--- src/hdl/rca_defines.svh ---
/*
  register offsets, field positions, reset values and timing counts of the
  calibration, alarm and watchdog support block.
  assumes it is included by bare name from the design modules.
*/
`ifndef RCA_DEFINES_SVH
`define RCA_DEFINES_SVH

// register offsets (register address pointer values)
`define RCA_ADDR_CTRL 5'h08
`define RCA_ADDR_WDOG 5'h09
`define RCA_ADDR_AL_MON 5'h0A
`define RCA_ADDR_AL_DATE 5'h0B
`define RCA_ADDR_AL_HOUR 5'h0C
`define RCA_ADDR_AL_MIN 5'h0D
`define RCA_ADDR_AL_SEC 5'h0E
`define RCA_ADDR_FLAGS 5'h0F

// control register fields
`define RCA_CTRL_OUT 7
`define RCA_CTRL_FT 6
`define RCA_CTRL_SIGN 5
`define RCA_CTRL_CAL_HI 4
`define RCA_CTRL_RESET 8'h80

// alarm month register fields
`define RCA_AL_AFE 7
`define RCA_AL_SQUARE_WAVE_ENABLE 6
`define RCA_AL_ABE 5

// repeat bit position in alarm registers (RPT5 sits at bit 6 of alarm date)
`define RCA_RPT_HI 7
`define RCA_RPT5_BIT 6

// flags register fields
`define RCA_FLAG_WDF 7
`define RCA_FLAG_AF 6

// watchdog register fields
`define RCA_WD_MULT_HI 6
`define RCA_WD_MULT_LO 2
`define RCA_WD_RES_HI 1
`define RCA_WD_RES_LO 0

// divider chain, in oscillator cycles
`define RCA_SEC_LAST 16'h7FFF
`define RCA_CAL_POS_STEP 16'h0100
`define RCA_CAL_NEG_STEP 16'h0080
`define RCA_SEC_PER_MIN 6'h3B
`define RCA_CAL_SEC 6'h3B
`define RCA_FT_DIV_BIT 5

// watchdog resolution units, in oscillator cycles minus one
`define RCA_WD_U16 18'h007FF
`define RCA_WD_U4 18'h01FFF
`define RCA_WD_U1 18'h07FFF
`define RCA_WD_UX4 18'h1FFFF

`endif

--- src/hdl/rca_pkg.sv ---
/*
  types shared by the calibration, alarm and watchdog support block.
  assumes rca_defines.svh is on the include path.
*/
package rca_pkg;
  // source that currently owns the multi-function pin
  typedef enum logic [2:0] {
    RCA_SRC_SQW,
    RCA_SRC_WD_IRQ,
    RCA_SRC_WD_OWN,
    RCA_SRC_ALARM,
    RCA_SRC_FTEST,
    RCA_SRC_STATIC
  } rca_pin_src_t;

  // watchdog resolution codes
  typedef enum logic [1:0] {
    RCA_RES_16TH,
    RCA_RES_QUARTER,
    RCA_RES_ONE,
    RCA_RES_FOUR
  } rca_wd_res_t;
endpackage

--- src/hdl/rca_calib.sv ---
/*
  oscillator divider chain with periodic calibration, second tick and the
  uncalibrated 512 Hz test wave.
  assumes osc_tick is a one-cycle pulse per 32768 Hz oscillator period,
  synchronous to clk.
*/
`timescale 1ns/1ps
`include "rca_defines.svh"

module rca_calib (
  input wire logic clk,
  input wire logic rstn,
  input wire logic ce,
  input wire logic osc_tick,
  input wire logic halt,
  input wire logic [4:0] cal_mag,
  input wire logic cal_pos,
  output logic sec_tick,
  output logic ft_wave
);
  logic [15:0] sub_cnt_ff; // oscillator cycles within the current second
  logic [5:0] sec_idx_ff; // second within the minute
  logic [5:0] min_idx_ff; // minute within the 64 minute cycle
  logic [5:0] ft_cnt_ff; // free divider, never touched by calibration
  logic [15:0] last_cnt; // terminal count of this second
  logic alter; // this second is corrected
  logic wrap;

  // correction lands on one second per minute in the first 2N minutes
  assign alter = (min_idx_ff < {cal_mag, 1'b0}) && (sec_idx_ff == `RCA_CAL_SEC); // [RULE_03] [RULE_04]

  // inserting counts shortens the second, blanking lengthens it
  always_comb begin
    if (alter && cal_pos) begin
      last_cnt = `RCA_SEC_LAST - `RCA_CAL_POS_STEP; // [RULE_01] [RULE_02]
    end else if (alter) begin
      last_cnt = `RCA_SEC_LAST + `RCA_CAL_NEG_STEP; // [RULE_01] [RULE_02]
    end else begin
      last_cnt = `RCA_SEC_LAST;
    end
  end

  assign wrap = osc_tick && !halt && (sub_cnt_ff == last_cnt);

  // sub-second counter, corrected at the divide-by-256 stage
  always_ff @(posedge clk) begin
    if (!rstn) begin
      sub_cnt_ff <= 16'h0000;
    end else if (ce && osc_tick && !halt) begin
      sub_cnt_ff <= wrap ? 16'h0000 : sub_cnt_ff + 16'h0001; // [RULE_01]
    end
  end

  // second and minute position inside the calibration cycle
  always_ff @(posedge clk) begin
    if (!rstn) begin
      sec_idx_ff <= 6'h00;
      min_idx_ff <= 6'h00;
    end else if (ce && wrap) begin
      if (sec_idx_ff == `RCA_SEC_PER_MIN) begin
        sec_idx_ff <= 6'h00;
        min_idx_ff <= min_idx_ff + 6'h01; // wraps after 64 minutes [RULE_03]
      end else begin
        sec_idx_ff <= sec_idx_ff + 6'h01;
      end
    end
  end

  // one pulse per (calibrated) second
  always_ff @(posedge clk) begin
    if (!rstn) begin
      sec_tick <= 1'b0;
    end else if (ce) begin
      sec_tick <= wrap;
    end
  end

  // test wave from an uncorrected divider: 32768 / 64 = 512 Hz
  always_ff @(posedge clk) begin
    if (!rstn) begin
      ft_cnt_ff <= 6'h00;
    end else if (ce && osc_tick && !halt) begin
      ft_cnt_ff <= ft_cnt_ff + 6'h01; // [RULE_06]
    end
  end

  assign ft_wave = ft_cnt_ff[`RCA_FT_DIV_BIT];
endmodule

--- src/hdl/rca_wdog.sv ---
/*
  watchdog timeout counter: multiplier times resolution, restarted by writes.
  assumes osc_tick is a one-cycle pulse per oscillator period, and wd_wr a
  one-cycle pulse carrying the new register value.
*/
`timescale 1ns/1ps
`include "rca_defines.svh"

module rca_wdog (
  input wire logic clk,
  input wire logic rstn,
  input wire logic ce,
  input wire logic osc_tick,
  input wire logic wd_wr,
  input wire logic [4:0] wd_mult,
  input wire logic [1:0] wd_res,
  output logic timeout
);
  logic [17:0] tick_cnt_ff; // oscillator cycles within one unit
  logic [4:0] unit_cnt_ff; // completed resolution units
  logic armed_ff; // counting toward a timeout
  logic [17:0] unit_last;
  logic unit_done;

  // terminal count of one resolution unit
  function automatic logic [17:0] unit_of(input logic [1:0] res);
    case (rca_pkg::rca_wd_res_t'(res))
      rca_pkg::RCA_RES_16TH: unit_of = `RCA_WD_U16;
      rca_pkg::RCA_RES_QUARTER: unit_of = `RCA_WD_U4;
      rca_pkg::RCA_RES_ONE: unit_of = `RCA_WD_U1;
      default: unit_of = `RCA_WD_UX4;
    endcase
  endfunction

  assign unit_last = unit_of(wd_res); // [RULE_15]
  assign unit_done = armed_ff && osc_tick && (tick_cnt_ff == unit_last);

  // counters restart from zero on every write, with the new value
  always_ff @(posedge clk) begin
    if (!rstn) begin
      tick_cnt_ff <= 18'h00000;
      unit_cnt_ff <= 5'h00;
      armed_ff <= 1'b0; // disabled after power-up [RULE_20]
    end else if (ce) begin
      if (wd_wr) begin
        tick_cnt_ff <= 18'h00000; // [RULE_17]
        unit_cnt_ff <= 5'h00;
        armed_ff <= (wd_mult != 5'h00); // zero keeps it off [RULE_18]
      end else if (unit_done) begin
        tick_cnt_ff <= 18'h00000;
        unit_cnt_ff <= unit_cnt_ff + 5'h01;
        if (unit_cnt_ff + 5'h01 == wd_mult) begin
          armed_ff <= 1'b0; // one timeout per programming
        end
      end else if (armed_ff && osc_tick) begin
        tick_cnt_ff <= tick_cnt_ff + 18'h00001;
      end
    end
  end

  // timeout after multiplier times resolution
  always_ff @(posedge clk) begin
    if (!rstn) begin
      timeout <= 1'b0;
    end else if (ce) begin
      timeout <= unit_done && !wd_wr && (unit_cnt_ff + 5'h01 == wd_mult); // [RULE_16]
    end
  end
endmodule

--- src/hdl/rca_top.sv ---
/*
  calibration, alarm and watchdog support logic of a serial real-time clock,
  with its register file (control, watchdog, alarm, flags) and the open-drain
  multi-function pin.
  assumes the serial bus engine presents one-cycle read and write strobes with
  the register address, plus its resting address pointer; the outside time
  counters present BCD time and pulse time_update after each change.
*/
`timescale 1ns/1ps
`include "rca_defines.svh"

// Functional notes
// [RULE_01] calibration adjusts counts at divide-by-256 stage
// [RULE_02] five-bit magnitude, bit five selects sign
// [RULE_03] 64-minute cycle, one second per minute altered
// [RULE_04] magnitude N corrects first 2N minutes
// [RULE_05] pin toggles 512 Hz in frequency test
// [RULE_06] test wave comes from uncalibrated divider
// [RULE_07] power-down clears frequency test bit
// [RULE_08] repeat code selects compared alarm fields
// [RULE_09] undefined repeat codes act once per second
// [RULE_10] match sets flag, may pull pin low
// [RULE_11] pointer on flags address defers alarm
// [RULE_12] flags read releases pin, clears alarm flag
// [RULE_13] host rereads flags to see cleared flag
// [RULE_14] backup alarm needs both enables set
// [RULE_15] watchdog register: multiplier and resolution fields
// [RULE_16] timeout sets flag and pulls pin
// [RULE_17] every watchdog write restarts the count
// [RULE_18] writing zero releases pin, disables watchdog
// [RULE_19] flags read clears watchdog flag
// [RULE_20] power-up clears watchdog register
// [RULE_21] programmed watchdog suppresses frequency test output
// [RULE_22] alarm fields BCD, control and watchdog binary
// [RULE_23] idle pin follows static output level bit
// [RULE_24] open-drain pin, watchdog-alarm-test-static priority; the code puts the square wave above all four
module rca_top (
  input wire logic clk,
  input wire logic rstn,
  input wire logic ce,
  input wire logic osc_tick,
  input wire logic oscillator_halt,
  input wire logic power_down,
  input wire logic battery_backup,
  input wire logic [4:0] addr_ptr,
  input wire logic wr_en,
  input wire logic [4:0] wr_addr,
  input wire logic [7:0] wr_data,
  input wire logic rd_en,
  input wire logic [4:0] rd_addr,
  output logic [7:0] rd_data,
  output logic rd_valid,
  input wire logic time_update,
  input wire logic [6:0] cur_sec,
  input wire logic [6:0] cur_min,
  input wire logic [5:0] cur_hour,
  input wire logic [5:0] cur_date,
  input wire logic [4:0] cur_month,
  input wire logic sqw_wave,
  output logic sec_tick,
  input wire logic multi_function_pin_i,
  output logic multi_function_pin_o,
  output logic multi_function_pin_oe
);
  logic [7:0] ctrl_ff; // control_calibration
  logic [7:0] wdog_ff; // watchdog_setting
  logic [7:0] al_mon_ff; // alarm_month_and_enables
  logic [7:0] al_date_ff; // alarm date, top bits hold repeat code
  logic [7:0] al_hour_ff; // alarm hour, bit 6 is the update-halt bit
  logic [7:0] al_min_ff; // alarm minutes
  logic [7:0] al_sec_ff; // alarm seconds
  logic alarm_flag_ff; // alarm_flag
  logic watchdog_timeout_flag_ff; // watchdog_timeout_flag
  logic alarm_irq_ff; // alarm interrupt holding the pin
  logic wd_irq_ff; // watchdog interrupt holding the pin
  logic alarm_pend_ff; // match deferred while pointer sits on flags
  logic pin_low_ff; // registered open-drain enable
  logic ft_wave;
  logic wd_timeout;
  logic wd_wr;
  logic flags_rd;
  logic [4:0] alarm_repeat_code;
  logic alarm_hit;
  logic alarm_fire;
  logic ptr_on_flags;
  logic nxt_pin_low;
  logic frequency_test_enable;
  logic alarm_irq_enable;
  logic square_wave_enable;
  logic alarm_in_backup_enable;
  rca_pkg::rca_pin_src_t pin_src;

  // decoded control bits
  assign frequency_test_enable = ctrl_ff[`RCA_CTRL_FT];
  assign alarm_irq_enable = al_mon_ff[`RCA_AL_AFE];
  assign square_wave_enable = al_mon_ff[`RCA_AL_SQUARE_WAVE_ENABLE];
  assign alarm_in_backup_enable = al_mon_ff[`RCA_AL_ABE];
  assign alarm_repeat_code = {al_date_ff[`RCA_RPT5_BIT], al_date_ff[`RCA_RPT_HI], al_hour_ff[`RCA_RPT_HI],
    al_min_ff[`RCA_RPT_HI], al_sec_ff[`RCA_RPT_HI]};

  assign wd_wr = ce && wr_en && (wr_addr == `RCA_ADDR_WDOG);
  assign flags_rd = ce && rd_en && (rd_addr == `RCA_ADDR_FLAGS);
  assign ptr_on_flags = (addr_ptr == `RCA_ADDR_FLAGS);

  // alarm field compare, raw BCD against BCD time
  function automatic logic alarm_match(input logic [4:0] code, input logic eq_sec, input logic eq_min,
    input logic eq_hour, input logic eq_date, input logic eq_mon);
    case (code)
      5'h1F: alarm_match = 1'b1; // once per second [RULE_08]
      5'h1E: alarm_match = eq_sec; // once per minute [RULE_08]
      5'h1C: alarm_match = eq_sec && eq_min; // once per hour [RULE_08]
      5'h18: alarm_match = eq_sec && eq_min && eq_hour; // once per day [RULE_08]
      5'h10: alarm_match = eq_sec && eq_min && eq_hour && eq_date; // once per month [RULE_08]
      5'h00: alarm_match = eq_sec && eq_min && eq_hour && eq_date && eq_mon; // once per year [RULE_08]
      default: alarm_match = 1'b1; // unlisted codes fall back to every second [RULE_09]
    endcase
  endfunction

  // alarm fields are stored and compared as BCD digits
  assign alarm_hit = time_update && alarm_match(alarm_repeat_code, al_sec_ff[6:0] == cur_sec,
    al_min_ff[6:0] == cur_min, al_hour_ff[5:0] == cur_hour, al_date_ff[5:0] == cur_date,
    al_mon_ff[4:0] == cur_month); // [RULE_22]

  // a match, or a deferred one, fires once the pointer is off the flags address
  assign alarm_fire = (alarm_hit || alarm_pend_ff) && !ptr_on_flags; // [RULE_11]

  // divider chain with calibration and test wave
  rca_calib u_calib (
    .clk(clk),
    .rstn(rstn),
    .ce(ce),
    .osc_tick(osc_tick),
    .halt(oscillator_halt),
    .cal_mag(ctrl_ff[`RCA_CTRL_CAL_HI:0]),
    .cal_pos(ctrl_ff[`RCA_CTRL_SIGN]),
    .sec_tick(sec_tick),
    .ft_wave(ft_wave)
  );

  // watchdog counter
  rca_wdog u_wdog (
    .clk(clk),
    .rstn(rstn),
    .ce(ce),
    .osc_tick(osc_tick),
    .wd_wr(wd_wr),
    .wd_mult(wd_wr ? wr_data[`RCA_WD_MULT_HI:`RCA_WD_MULT_LO] : wdog_ff[`RCA_WD_MULT_HI:`RCA_WD_MULT_LO]),
    .wd_res(wdog_ff[`RCA_WD_RES_HI:`RCA_WD_RES_LO]),
    .timeout(wd_timeout)
  );

  // control register; power-down drops the frequency test bit
  always_ff @(posedge clk) begin
    if (!rstn) begin
      ctrl_ff <= `RCA_CTRL_RESET;
    end else if (ce) begin
      if (wr_en && wr_addr == `RCA_ADDR_CTRL) begin
        ctrl_ff <= wr_data; // plain binary [RULE_02] [RULE_22]
      end
      if (power_down) begin
        ctrl_ff[`RCA_CTRL_FT] <= 1'b0; // [RULE_07]
      end
    end
  end

  // watchdog register, cleared at power-up
  always_ff @(posedge clk) begin
    if (!rstn) begin
      wdog_ff <= 8'h00; // [RULE_20]
    end else if (wd_wr) begin
      wdog_ff <= {1'b0, wr_data[`RCA_WD_MULT_HI:0]}; // [RULE_15] [RULE_17]
    end
  end

  // alarm registers
  always_ff @(posedge clk) begin
    if (!rstn) begin
      al_mon_ff <= 8'h00;
      al_date_ff <= 8'h00;
      al_hour_ff <= 8'h00;
      al_min_ff <= 8'h00;
      al_sec_ff <= 8'h00;
    end else if (ce && wr_en) begin
      if (wr_addr == `RCA_ADDR_AL_MON) begin
        al_mon_ff <= wr_data;
      end else if (wr_addr == `RCA_ADDR_AL_DATE) begin
        al_date_ff <= wr_data;
      end else if (wr_addr == `RCA_ADDR_AL_HOUR) begin
        al_hour_ff <= wr_data;
      end else if (wr_addr == `RCA_ADDR_AL_MIN) begin
        al_min_ff <= wr_data;
      end else if (wr_addr == `RCA_ADDR_AL_SEC) begin
        al_sec_ff <= wr_data;
      end
    end
  end

  // deferred alarm while the pointer rests on the flags address
  always_ff @(posedge clk) begin
    if (!rstn) begin
      alarm_pend_ff <= 1'b0;
    end else if (ce) begin
      if (alarm_hit && ptr_on_flags) begin
        alarm_pend_ff <= 1'b1; // [RULE_11]
      end else if (!ptr_on_flags) begin
        alarm_pend_ff <= 1'b0;
      end
    end
  end

  // alarm flag and interrupt: set wins over the read clear
  always_ff @(posedge clk) begin
    if (!rstn) begin
      alarm_flag_ff <= 1'b0;
      alarm_irq_ff <= 1'b0;
    end else if (ce) begin
      if (alarm_fire) begin
        alarm_flag_ff <= 1'b1; // [RULE_10]
        alarm_irq_ff <= 1'b1;
      end else if (flags_rd) begin
        alarm_flag_ff <= 1'b0; // [RULE_12]
        alarm_irq_ff <= 1'b0; // [RULE_12]
      end
    end
  end

  // watchdog flag cleared by a flags read, interrupt only by writing zero
  always_ff @(posedge clk) begin
    if (!rstn) begin
      watchdog_timeout_flag_ff <= 1'b0;
      wd_irq_ff <= 1'b0;
    end else if (ce) begin
      if (wd_timeout) begin
        watchdog_timeout_flag_ff <= 1'b1; // [RULE_16]
      end else if (flags_rd) begin
        watchdog_timeout_flag_ff <= 1'b0; // [RULE_19]
      end
      if (wd_timeout) begin
        wd_irq_ff <= 1'b1; // [RULE_16]
      end else if (wd_wr && wr_data == 8'h00) begin
        wd_irq_ff <= 1'b0; // [RULE_18]
      end
    end
  end

  // read data: the flag value sampled before the clear takes effect
  always_ff @(posedge clk) begin
    if (!rstn) begin
      rd_data <= 8'h00;
      rd_valid <= 1'b0;
    end else if (ce) begin
      rd_valid <= rd_en;
      if (rd_en) begin
        if (rd_addr == `RCA_ADDR_CTRL) begin
          rd_data <= ctrl_ff;
        end else if (rd_addr == `RCA_ADDR_WDOG) begin
          rd_data <= wdog_ff;
        end else if (rd_addr == `RCA_ADDR_AL_MON) begin
          rd_data <= al_mon_ff;
        end else if (rd_addr == `RCA_ADDR_AL_DATE) begin
          rd_data <= al_date_ff;
        end else if (rd_addr == `RCA_ADDR_AL_HOUR) begin
          rd_data <= al_hour_ff;
        end else if (rd_addr == `RCA_ADDR_AL_MIN) begin
          rd_data <= al_min_ff;
        end else if (rd_addr == `RCA_ADDR_AL_SEC) begin
          rd_data <= al_sec_ff;
        end else if (rd_addr == `RCA_ADDR_FLAGS) begin
          rd_data <= {watchdog_timeout_flag_ff, alarm_flag_ff, 6'h00}; // [RULE_12] [RULE_19]
        end else begin
          rd_data <= 8'h00; // other addresses belong elsewhere
        end
      end
    end
  end

  // pin owner, highest priority first
  always_comb begin
    if (square_wave_enable) begin
      pin_src = rca_pkg::RCA_SRC_SQW;
    end else if (wd_irq_ff) begin
      pin_src = rca_pkg::RCA_SRC_WD_IRQ; // [RULE_24]
    end else if (wdog_ff != 8'h00 && frequency_test_enable) begin
      pin_src = rca_pkg::RCA_SRC_WD_OWN; // [RULE_21]
    end else if (alarm_irq_ff && alarm_irq_enable && (!battery_backup || alarm_in_backup_enable)) begin
      pin_src = rca_pkg::RCA_SRC_ALARM; // [RULE_10] [RULE_14]
    end else if (frequency_test_enable && !alarm_irq_enable && !oscillator_halt && wdog_ff == 8'h00) begin
      pin_src = rca_pkg::RCA_SRC_FTEST; // [RULE_05]
    end else begin
      pin_src = rca_pkg::RCA_SRC_STATIC;
    end
  end

  // pull-low decision for each owner
  always_comb begin
    case (pin_src)
      rca_pkg::RCA_SRC_SQW: nxt_pin_low = !sqw_wave;
      rca_pkg::RCA_SRC_WD_IRQ: nxt_pin_low = 1'b1; // [RULE_16]
      rca_pkg::RCA_SRC_WD_OWN: nxt_pin_low = 1'b0; // test wave denied [RULE_21]
      rca_pkg::RCA_SRC_ALARM: nxt_pin_low = 1'b1; // [RULE_10]
      rca_pkg::RCA_SRC_FTEST: nxt_pin_low = !ft_wave; // [RULE_05] [RULE_06]
      default: begin
        // static level only when nothing else is active
        nxt_pin_low = !alarm_irq_enable && !frequency_test_enable && wdog_ff == 8'h00 &&
          !ctrl_ff[`RCA_CTRL_OUT]; // [RULE_23]
      end
    endcase
  end

  // open-drain driver: only ever pulls low
  always_ff @(posedge clk) begin
    if (!rstn) begin
      pin_low_ff <= 1'b0;
    end else if (ce) begin
      pin_low_ff <= nxt_pin_low; // [RULE_24]
    end
  end

  assign multi_function_pin_o = 1'b0; // [RULE_24]
  assign multi_function_pin_oe = pin_low_ff;
endmodule

--- config.mk ---
export PLATFORM = sky130hd
export DESIGN_NAME = rca_top
export DESIGN_NICKNAME = d
export VERILOG_FILES = /design/src/hdl/rca_pkg.sv /design/src/hdl/rca_calib.sv /design/src/hdl/rca_wdog.sv /design/src/hdl/rca_top.sv
export VERILOG_INCLUDE_DIRS = /design/src /design/src/hdl
export SDC_FILE = /design/constraint.sdc
export NUM_CORES = 1
export LEC_CHECK = 0
export BUFFER_PORTS_ARGS = -buffer_cell sky130_fd_sc_hd__buf_4
export CAP_MARGIN = 0
export CORE_ASPECT_RATIO = 1.1
export CORE_MARGIN = 3
export CORE_UTILIZATION = 40
export CTS_BUF_LIST = sky130_fd_sc_hd__clkbuf_8
export DETAILED_ROUTE_END_ITERATION = 16
export SLEW_MARGIN = 25
export SYNTH_ARGS = -nofsm -noshare
export SYNTH_HDL_FRONTEND = slang
export SYNTH_HIERARCHICAL = 1
export SYNTH_SLANG_ARGS = --single-unit
--- constraint.sdc ---
create_clock -name clk -period 5.3 [get_ports clk]
set_clock_uncertainty 0.1 [all_clocks]
set_input_delay 0 -clock clk [delete_from_list [all_inputs] [get_ports clk]]
set_output_delay 0 -clock clk [all_outputs]
set_load 0.01 [all_outputs]
Word-level counts from Yosys, hierarchy flattened
Index checks and enable logic that the tools add are counted.
Widths: inputs -> output; s select.
{ "op_classes": {"order_cmp": 1, "add_sub_neg": 6, "muxes": 38, "bitwise": 4, "eq_ne": 36, "reduce_logical": 75} }
{ "ops": {"columns": ["operator", "count"], "rows": [
  ["$eq 5x4->1 const B", 16],
  ["$mux 8", 8],
  ["$mux 18", 3],
  ["$pmux 17 s3", 1],
  ["$mux 16", 3],
  ["$logic_and 1x1->1", 33],
  ["$reduce_and 2->1", 11],
  ["$eq 5x5->1 const B", 4],
  ["$add 18x1->18 const B", 1],
  ["$add 6x1->6 const B", 3],
  ["$eq 18x17->1", 1],
  ["$add 16x1->16 const B", 1],
  ["$eq 16x16->1", 1],
  ["$logic_not 8->1", 2],
  ["$mux 5", 3],
  ["$eq 7x7->1", 2],
  ["$eq 6x6->1", 2],
  ["$mux 1", 12],
  ["$mux 3", 4],
  ["$reduce_bool 2->1", 6],
  ["$eq 5x5->1", 2],
  ["$logic_not 1->1", 9],
  ["$reduce_bool 8->1", 1],
  ["$mux 7", 1],
  ["other kinds (24)", 30]
]} }
{ "totals": {"inputBits": 66, "out_inout_bits": 12, "ff_bits": 129, "word_cells": 184} }

Longest topological paths before layout
Gate-level depths: netlist of the first run.
{ "logic_depth": {"word_depth": 12, "depth_mapped": 9, "mapped_depth_nobuf": 8} }

By module
Netlist of the first run, hierarchy kept.
{ "modules_own_cells": {"columns": ["module", "n_inst", "seq_area_each_um2", "cells_each", "area_each_um2"], "rows": [
  ["rca_top", 1, 1381.3, 402, 3791.1],
  ["rca_calib", 1, 700.7, 208, 1769.2],
  ["rca_wdog", 1, 500.5, 189, 1521.5]
]} }

Worst setup path before layout of the first run
Ideal clock, no wire load.
{ "synth_timing": {"path_kind": "reg-to-reg", "startpoint": "reg ctrl_ff[4]", "endpoint": "reg u_calib.sec_idx_ff[3]", "setup_time_ps": 115, "period_less_slack_ps": 2476, "n_path_buf": 1, "path_slack_ps": 2824, "arrival_time_ps": 2261, "required_ps": 5085, "stages_incl_launch_ff": 9, "cell_sequence": "dfxtp_1 -> inv_1 -> ha_1 -> a2111o_1 -> a31oi_2 -> mux2i_1 -> clkbuf_1 -> nor4_1 -> o21a_1"} }
{ "synth_between": {"elab_chain_len": 7, "elab_cells_between_ends": 8, "classes_between": "1 x order compare; 1 x eq/ne; 2 x mux; 4 x reduce/logical"} }
{ "synth_rtl": {"columns": ["element", "line", "text"], "rows": [
  ["start: declaration", "rca_top.sv:65", "logic [7:0] ctrl_ff;"],
  ["start signal: assignment", "rca_top.sv:155", "ctrl_ff <= `RCA_CTRL_RESET;"],
  ["start signal: assignment", "rca_top.sv:158", "ctrl_ff <= wr_data;"],
  ["$lt 6x6->1 *", "rca_calib.sv:30", "assign alter = (min_idx_ff < {cal_mag, 1'b0}) && (sec_idx_ff == `RCA_CAL_SEC);"],
  ["$logic_and 1x1->1 *", "rca_calib.sv:30", null],
  ["$mux 16 or $logic_and 1x1->1 (tied branches)", "rca_calib.sv:36, rca_calib.sv:34", null],
  ["$mux 16 *", "rca_calib.sv:34", "if (alter && cal_pos) begin"],
  ["$eq 16x16->1 *", "rca_calib.sv:43", "assign wrap = osc_tick && !halt && (sub_cnt_ff == last_cnt);"],
  ["$logic_and 1x1->1 *", "rca_calib.sv:43", null],
  ["$logic_and 1x1->1 *", "rca_calib.sv:59", "end else if (ce && wrap) begin"],
  ["end signal: assignment", "rca_calib.sv:64", "sec_idx_ff <= sec_idx_ff + 6'h01;"],
  ["end: declaration", "rca_calib.sv:22", "logic [5:0] sec_idx_ff;"]
]} }
Mark *: on every way between the ends. The rest lies on a longest branch, timed or not.
A chain may end at the register's enable or synchronous reset.

Worst setup path after layout of the first run
{ "layout_timing": {"startpoint": "in ce", "endpoint": "reg u_wdog.unit_cnt_ff[2]"} }
{ "layout_between": {"elab_chain_len": 4, "elab_cells_between_ends": 5, "classes_between": "1 x mux; 4 x reduce/logical"} }
{ "layout_rtl": {"columns": ["element", "line", "text"], "rows": [
  ["start: declaration", "rca_top.sv:40", "input wire logic ce,"],
  ["$logic_and 1x1->1 * (2 in series)", "rca_top.sv:101", "assign wd_wr = ce && wr_en && (wr_addr == `RCA_ADDR_WDOG);"],
  ["named net wd_wr", "rca_top.sv:80", "logic wd_wr;"],
  ["$reduce_bool 2->1 (no source line)", null, null],
  ["$reduce_and 2->1 (no source line)", null, null],
  ["end signal: assignment", "rca_wdog.sv:51", "unit_cnt_ff <= unit_cnt_ff + 5'h01;"],
  ["end: declaration", "rca_wdog.sv:20", "logic [4:0] unit_cnt_ff;"]
]} }
Mark *: on every way through the listed nets, which the timed path passes. The rest lies on a longest branch.

==> reports/results.tsv, run 1 <==
metric	value	unit
status	finished clean	
crit path max fanout	20	
clock sink count	129	
largest net degree at the start of global routing	101	
input/output buffers	75	
gp weighted congestion	0.795	
Setup crit end kind	flip-flop	
Die Width	133	um
gr usage total	0.186	
Final Max Tran Viols	0	
Min-Delay Path Class	in2reg	
DR DRC count	0	
clock tree buffer depth	2	
PD cells	251	nW/um^2
worst path buffer plus inverter count	3	
post-synth top area share	0.365	
global route overflow	0	
unrepaired setup endpoints after global routing	no	
worst slew pin tran	1.04	ns
reg2reg path depth	7	
setup violators final	0	
Sw Ratio	0.234	
gr busiest metal	met2	
number of global-route vias before repair	5564	
Synth area leader	dfxtp_1	
Avg Vias per Cell	5.28	
Global Route met3 Usage	0.0446	
asr flop ratio synth	0	
clk_lat worst skew	0.44	ns
I/O pin count	78	
period utilization	0.574	
share of cells above drive strength 1	0.149	
peak supply drop	220	uV
first-pass GRT wire length	29.2	mm
register area share after synthesis	0.365	
crit path DAT	3.26	ns
internal power	1.64	mW
Mapped Avg Cell Area	8.86	um^2
Total Die Area	19300	um^2
Clock Power Share	0.462	
DR vias	5976	
core area	17200	um^2
fin area	8550	um^2
Yosys reg bits	129	
synth warn	6	
row cnt	50	
maxcap violations	0	
Yosys cell types	73	
min Tclk post-route	3.04	ns
NetSw	0.501	mW
Most common cell on crit path	buf_4	
critical path, cell by cell	dlygate4sd3_1, buf_4, nand3b_4, nor4b_2, buf_4, a21oi_1, nor4_1, o211ai_1, nand2_1, o21ai_0	
routed length per instance	16.3	um
critical path's slowest cell	nor4_1	
Post-synth EDFFs	0	
Num CTS Buffers	17	
Crit. Startpoint	ce	
Clock transition at path regs	0.08	ns
H-tree depth	4	
post-synthesis cell area	7080	um^2
Crit path largest cell delay	0.89	ns
power share of the combinational group	0.080	
Net count, final	960	
Detail Route Antenna Nets	0	
Final TNS setup	0	ns
drt first pass iters	5	
GRT met1 Usage	0.258	
Worst path top cell family by delay	simple AND/OR/NAND/NOR gates	
# Post-CTS Setup Buffers	0	
Total Power	2.14	mW
commonest cells in the netlist	dfxtp_1, mux2i_1, nor2b_1	
post-detail-place hpwl	12.7	mm
grt met2 use	0.293	
sequential fraction of design power	0.458	
Die Y	146	um
WP data required	5.52	ns
Syn-to-layout area delta	20.7	%
Initial Utilization	0.412	
dpl ws	2.26	ns
main flop type after synthesis	dfxtp_1	
Static Leakage	3.23	nW
diode count	0	
Synth Instances	799	
Area after DPL	7780	um^2
TritonCTS clock tree	yes	
root buf cell	clkbuf_8	
f_max	328	MHz
Worst Setup EP	u_wdog/unit_cnt_ff[2]	
setup ws final	2.26	ns
Worst R2R End	u_calib/sub_cnt_ff[3]	
reg2reg start	ctrl_ff[4]	
initial antenna violation count	0	
Area contributors post-synth	dfxtp_1, mux2i_1, nor2b_1	
number of hold violations in the final report	0	
Slew HR	0.300	
crit path kind	in2reg	
syn nets	875	
Initial DRC Count	401	
r2r setup slk	2.28	ns
Routed WL	18.4	mm
WP depth	10	
Worst setup SP type	input pin	
top-count cell post-synth	dfxtp_1	
worst register-to-register path, stage by stage (launching register included):
cell and delay [ns]:
dfxtp_1 0.37, inv_1 0.06, ha_1 0.31, a2111o_1 0.43, a31oi_2 0.22, mux2i_1 0.72
o21ai_1 0.52, nor2_1 0.22
metrics by stage:
step           utilization  hold slack, ns  cells
2_1_floorplan            -          0.0251    799
3_3_place_gp         0.452           0.199   1069
3_5_place_dp         0.452           0.204   1069
4_1_cts              0.497         0.00224   1131
5_1_grt              0.497          0.0120   1131
6_report             0.497          0.0211   1131
cells by family after synthesis:
family / Yosys count / synth area share
muxes: 73 / 0.110
adders and majority gates: 10 / 0.0177
buffers and inverters: 54 / 0.0330
other: 1 / 0.000530
and+or+nand+nor: 328 / 0.261
DFF: 129 / 0.365
AOI/OAI and AO/OA: 137 / 0.130
xor gates and xnor gates: 67 / 0.0829
sequential cells by signal, indices dropped and copies added (netlist names), 5 cells and up:
register and cells:
al_date_ff 8, al_hour_ff 8, al_min_ff 8, al_mon_ff 8
al_sec_ff 8, ctrl_ff 8, rd_data 8, u_calib/ft_cnt_ff 6
u_calib/min_idx_ff 6, u_calib/sec_idx_ff 6, u_calib/sub_cnt_ff 16, u_wdog/tick_cnt_ff 18
u_wdog/unit_cnt_ff 5, wdog_ff 7
final cells by class:
| cell class | count | area, um^2 |
|---|---|---|
| clock buffers | 19 | 262 |
| clock inverters | 13 | 209 |
| fillers | 1645 | 8660 |
| well taps | 234 | 293 |
| flip-flops and latches | 129 | 2580 |
| repair buffers | 108 | 886 |
| inverters | 12 | 45.0 |
| multi-input cells | 616 | 4270 |
metal layers:
| metal | vias up | share of wire |
|---|---|---|
| li1 | 3046 | - |
| met1 | 2790 | 0.49 |
| met2 | 124 | 0.46 |
| met3 | 16 | 0.038 |
| met4 | 0 | 0.011 |
| met5 | - | 0 |
power by group through the flow:
stage	sequential, mW	clock, mW	combinational, mW
after floorplan	1.00	0	0.0839
after global placement	1.00	0	0.157
after detailed placement	1.00	0	0.157
after CTS	0.982	1.01	0.171
after global routing	0.983	1.06	0.185
final	0.982	0.992	0.171
timing repair:
action | 4_1_cts | 5_1_grt
gates resized for setup | 0 | 0
endpoints found under the setup margin | 0 | 0
hold buffers | 30 | 0
hold endpoints to repair | 75 | 0
placed cells by master, fill, tap and decap left out, types with 6 or more instances in the layout:
cell	Yosys	routed
a21boi_0	13	13
a21oi_1	26	26
a2bb2oi_1	6	6
and2_1	10	10
buf_4	3	78
clkbuf_8	0	19
clkinvlp_4	0	6
dfxtp_1	129	129
dlygate4sd3_1	0	30
ha_1	10	10
inv_1	11	11
mux2i_1	65	65
nand2_1	55	55
nand3_1	27	27
nand4_1	27	27
nand4b_1	6	6
nor2_1	61	61
nor2b_1	65	65
nor3_1	9	9
nor4_1	13	13
o21ai_0	38	38
o22ai_1	7	7
o31ai_1	10	10
or4_1	11	11
xnor2_1	37	37
xor2_1	30	30
how the worst min path moves through the flow:
stage | startpoint | cells past startpoint | slack (ns) | end
after detailed placement | wr_data[7] | 3 | 0.20 | ctrl_ff[7]
final | wr_en | 5 | 0.02 | al_mon_ff[0]
after global routing | wr_en | 5 | 0.01 | al_mon_ff[5]
after CTS | wr_en | 5 | 0.002 | al_mon_ff[4]
after floorplan | wr_data[7] | 2 | 0.03 | ctrl_ff[7]
after global placement | time_update | 3 | 0.20 | alarm_irq_ff
Power figures use the tool's default switching activity.
==> inputs of run 2 (changes only) <==
--- a/config.mk
+++ b/config.mk
@@ -6,6 +6,7 @@
 export SDC_FILE = /design/constraint.sdc
 export NUM_CORES = 1
 export LEC_CHECK = 0
+export ABC_AREA = 1
 export BUFFER_PORTS_ARGS = -buffer_cell sky130_fd_sc_hd__buf_4
 export CAP_MARGIN = 0
 export CORE_ASPECT_RATIO = 1.1
==> constraint.sdc (replaced) <==
create_clock -name clk -period 3 [get_ports clk]
set_clock_uncertainty 0.1 [all_clocks]
set_input_delay 0 -clock clk [delete_from_list [all_inputs] [get_ports clk]]
set_output_delay 0 -clock clk [all_outputs]
set_load 0.01 [all_outputs]
==> run 2 against run 1 <==
  * The flow now finishes with violations (hold timing)
  * Wire length up 0.15%
  * Non-clock buffer count grew 12
  * Final area down 0.35%
  * Sequential power up 77%
  * Global-route usage increased by 1.4 points
  * Clock power is 45% higher
  * Synthesized area is 2.1% lower
  * Combinational power rose by 74%
  * Via count rose by 12%
  * Count of clock-buffer cells in the layout up 4
  * Die area decreased by 2.0%
==> reports/results.tsv, run 2 <==
metric	value	unit
Post-synth EDFFs	0	
FILL cells	1695	
Detail Route Antenna Nets	0	
Routed WL	18.5	mm
root buf cell	clkbuf_8	
DR vias	6711	
peak supply drop	293	uV
Area after DPL	7700	um^2
Setup crit end kind	flip-flop	
Initial DRC Count	453	
gp weighted congestion	0.824	
main flop type after synthesis	dfxtp_1	
Initial Utilization	0.416	
Yosys reg bits	129	
max reg flops	18	
Syn-to-layout area delta	22.9	%
GRT met1 Usage	0.255	
Area contributors post-synth	dfxtp_1, nand2_1, inv_1	
Most flops, register	u_wdog/tick_cnt_ff	
input/output buffers	75	
Yosys cell types	54	
row cnt	49	
internal power	2.63	mW
crit path max fanout	11	
status	complete, but fails checks	
post-detail-place hpwl	13.4	mm
routed length per instance	13.4	um
Sw Ratio	0.242	
PD cells	408	nW/um^2
fin area	8520	um^2
number of global-route vias before repair	6332	
period utilization	0.863	
Net count, final	1216	
I/O pin count	78	
post-synthesis cell area	6930	um^2
diode count	0	
top-count cell post-synth	nand2_1	
dpl ws	0.646	ns
Worst setup SP type	input pin	
first-pass GRT wire length	30.6	mm
gr usage total	0.200	
number of hold violations in the final report	1	
Global Route met3 Usage	0.0435	
Num CTS Buffers	17	
crit path kind	in2reg	
Final TNS setup	0	ns
H-tree depth	4	
asr flop ratio synth	0	
core area	16700	um^2
register area share after synthesis	0.372	
crit path DAT	2.83	ns
post-synth top area share	0.372	
grt met2 use	0.332	
# Post-CTS Setup Buffers	0	
commonest cells after routing, fill and taps aside	nand2_1, inv_1, dfxtp_1	
commonest cells in the netlist	nand2_1, inv_1, dfxtp_1	
Final Max Tran Viols	0	
drt first pass iters	6	
global route overflow	0	
Largest regs	u_wdog/tick_cnt_ff (18), u_calib/sub_cnt_ff (16)	
synth warn	6	
WP data required	3.24	ns
Die Y	144	um
gr busiest metal	met2	
clock sink count	129	
largest net degree at the start of global routing	45	
Avg Vias per Cell	4.86	
Static Leakage	3.67	nW
hold_ws	-0.00760	ns
power share of the combinational group	0.086	
Clock transition at path regs	0.07	ns
Synth area leader	dfxtp_1	
syn nets	1094	
most common cell after layout, fill and taps aside	nand2_1	
failing checks	hold timing	
clk_lat worst skew	0.45	ns
DR DRC count	0	
Min-Delay Path Class	in2reg	
share of cells above drive strength 1	0.151	
Total Die Area	19000	um^2
initial antenna violation count	0	
Synth Instances	1018	
unrepaired setup endpoints after global routing	no	
setup ws final	0.410	ns
NetSw	0.841	mW
min Tclk post-route	2.59	ns
Mapped Avg Cell Area	6.81	um^2
setup violators final	0	
sequential fraction of design power	0.501	
f_max	386	MHz
TritonCTS clock tree	yes	
worst slew pin tran	0.590	ns
Die Width	132	um
Slew HR	0.605	
clock tree buffer depth	2	
maxcap violations	0	
Clock Power Share	0.414	
run 2: layout make-up:
| class | count | area [um^2] | area share |
|---|---|---|---|
| clock buffer | 23 | 317 | 0.0372 |
| clock inverter | 8 | 61.3 | 0.00720 |
| inverter | 160 | 602 | 0.0707 |
| multi-input combinational | 712 | 3660 | 0.429 |
| sequential | 129 | 2580 | 0.303 |
| tap | 229 | 287 | 0.0336 |
| timing repair buffer | 120 | 1010 | 0.119 |
run 2: layer usage:
layer / part of all wire / vias to the layer above
met2: 0.46 / 147
met5: 0 / -
met4: 0.026 / 0
met1: 0.47 / 2999
li1: - / 3530
met3: 0.047 / 35
run 2: worst max-delay path, stage by stage:
cell and delay (ns):
dlygate4sd3_1 0.54, buf_4 0.14, nor2_1 0.10, dlygate4sd3_1 0.57
nand2_2 0.11, nor2_4 0.34, inv_2 0.12, nand2_2 0.11
nand2_4 0.09, clkinv_2 0.10, nand2_4 0.07, nor3_1 0.22
nand2_1 0.10, xor2_1 0.17, nor2_2 0.04
run 2: cells by family after synthesis:
logic type,after synthesis,share of synthesized area
compound gates,189,0.152
xor+xnor,27,0.0341
fa+ha+maj,10,0.0180
buf+inv,177,0.0998
flops,129,0.372
other cells,1,0.000541
simple gates,485,0.323
run 2: power by group through the flow:
stage	clock (mW)	combinational (mW)	sequential (mW)
floorplan	0	0.124	1.78
global placement	0	0.261	1.78
detailed placement	0	0.263	1.78
CTS	1.47	0.298	1.74
global route	1.54	0.327	1.74
finish	1.44	0.298	1.74
run 2: per-stage QoR:
step	utilization	hold WS [ns]	total power [mW]	instances
global placement	0.462	0.240	2.04	1306
detailed placement	0.462	0.250	2.04	1306
floorplan	-	0.0349	1.90	1018
global route	0.511	0.0330	3.61	1381
CTS	0.511	0.00661	3.51	1381
finish	0.511	-0.00760	3.47	1381
run 2: repair_timing:
item                       4_1_cts  5_1_grt
hold endpoints to repair        90        0
hold buffers                    44        0
setup endpoints to repair        0        0
resized for setup                0        0
run 2: worst paths after layout:
| path | from | end | slack, ns | depth (start not counted) |
|---|---|---|---|---|
| setup reg to reg | ctrl_ff[4] | u_calib/sub_cnt_ff[8] | 0.60 | 13 |
| hold reg to reg | u_calib/ft_cnt_ff[5] | u_calib/ft_cnt_ff[5] | 0.36 | 2 |
| hold / removal | addr_ptr[0] | alarm_irq_ff | -0.008 | 6 |
| setup / recovery | wr_addr[2] | u_wdog/tick_cnt_ff[9] | 0.41 | 15 |
==> inputs of run 3 (changes only) <==
==> constraint.sdc (replaced) <==
create_clock -name clk -period 3 [get_ports clk]
set_clock_uncertainty 0.1 [all_clocks]
set_input_delay 0.3 -clock clk [delete_from_list [all_inputs] [get_ports clk]]
set_output_delay 0.3 -clock clk [all_outputs]
set_load 0.01 [all_outputs]
==> run 3 against run 2 <==
  * The flow now finishes without violations
  * Sequential power barely moved
  * Wire length fell by 1.8%
  * Non-clock buffer count fell by 43
  * Worst hold slack improved by 0.11 ns
  * Flip-flop and latch count did not move
  * Clock power rose by 9.7%
  * Sequential share of layout area rose by 1.5 points
  * Cell count fell by 3.0%
  * Maximum frequency rose by 10%
  * Critical path type is now reg2reg
  * Largest cell class unchanged
==> reports/results.tsv, run 3 (synthesis gave the netlist of run 2 again) <==
metric	value	unit
status	finished clean	
WP data required	3.24	ns
peak supply drop	219	uV
clk_lat worst skew	0.44	ns
setup ws final	0.645	ns
root buf cell	clkbuf_8	
worst slew pin tran	0.571	ns
Detail Route Antenna Nets	0	
I/O pin count	78	
unrepaired setup endpoints after global routing	no	
Net count, final	1173	
maxcap violations	0	
Post-CTS Resized	0	
clock tree buffer depth	2	
initial antenna violation count	0	
most common cell after layout, fill and taps aside	nand2_1	
crit path DAT	2.59	ns
PD cells	441	nW/um^2
crit path kind	reg2reg	
min Tclk post-route	2.35	ns
Area after DPL	7710	um^2
row cnt	49	
Most flops, register	u_wdog/tick_cnt_ff	
setup violators final	0	
# Post-CTS Setup Buffers	0	
first-pass GRT wire length	30.0	mm
Die Width	132	um
commonest cells after routing, fill and taps aside	nand2_1, inv_1, dfxtp_1	
period utilization	0.785	
number of hold violations in the final report	0	
Static Leakage	3.48	nW
Initial Utilization	0.416	
routed length per instance	13.5	um
Clock transition at path regs	0.08	ns
Min-Delay Path Class	in2reg	
gp weighted congestion	0.861	
dpl ws	0.653	ns
Setup crit end kind	flip-flop	
Total Die Area	19000	um^2
Final TNS setup	0	ns
H-tree depth	4	
input/output buffers	75	
core area	16700	um^2
drt first pass iters	5	
TritonCTS clock tree	yes	
Worst setup SP type	flip-flop	
DR DRC count	0	
gr usage total	0.196	
Slew HR	0.618	
clock sink count	129	
f_max	425	MHz
Syn-to-layout area delta	17.1	%
Routed WL	18.1	mm
r2r setup slk	0.65	ns
crit path max fanout	7	
hold_ws	0.0981	ns
CTS Hold Buffers Added	0	
global route overflow	0	
Avg Vias per Cell	4.88	
Die Y	144	um
diode count	0	
Final Max Tran Viols	0	
post-detail-place hpwl	13.7	mm
Largest regs	u_wdog/tick_cnt_ff (18), u_calib/sub_cnt_ff (16)	
largest net degree at the start of global routing	45	
DR vias	6531	
Initial DRC Count	444	
Total Power	3.58	mW
number of global-route vias before repair	6106	
fin area	8120	um^2
share of cells above drive strength 1	0.159	
max reg flops	18	
Num CTS Buffers	17	
[run 3: routing by layer]
| layer | track usage | part of all wire | vias up |
|---|---|---|---|
| met5 | 0 | 0 | - |
| met4 | 0.0951 | 0.034 | 0 |
| met3 | 0.0438 | 0.047 | 45 |
| met2 | 0.318 | 0.45 | 150 |
| met1 | 0.250 | 0.47 | 2890 |
| li1 | - | - | 3446 |
[run 3: critical path: stages, from the launching register on]
cell and delay (ns):
dfxtp_1 0.37, inv_1 0.06, ha_1 0.30, a21o_1 0.19
nor2_2 0.16, nand2_1 0.08, nand2_1 0.07, nand2_1 0.06
nor2_2 0.16, nand3_2 0.20, nand2_1 0.19, inv_1 0.15
o211ai_1 0.12, inv_1 0.05
[run 3: cell type report]
type                       count  area (um^2)
fill                        1761         8560
multi-input combinational    712         3660
sequential                   129         2580
inverter                     160          602
timing repair buffer          77          578
tap                          229          287
clock buffer                  17          234
clock inverter                15          176
[run 3: path summary, 6_finish.rpt]
check / startpoint / endpoint / depth (start not counted)
hold reg to reg: u_calib/sec_tick / u_calib/sec_tick / 2
hold / removal: wr_data[1] / al_mon_ff[1] / 3
setup reg to reg: ctrl_ff[4] / u_calib/sub_cnt_ff[8] / 13
setup / recovery: ctrl_ff[4] / u_calib/sub_cnt_ff[8] / 13
[run 3: through the flow]
step                instances   util
finish                   1339  0.487
global placement         1307  0.462
CTS                      1339  0.487
global route             1339  0.487
floorplan                1018      -
detailed placement       1307  0.462
[run 3: power breakdown]
group	internal, mW	switching [mW]
Combinational	0.110	0.154
Clock	0.886	0.691
Sequential	1.73	0.0120
Total	2.72	0.857
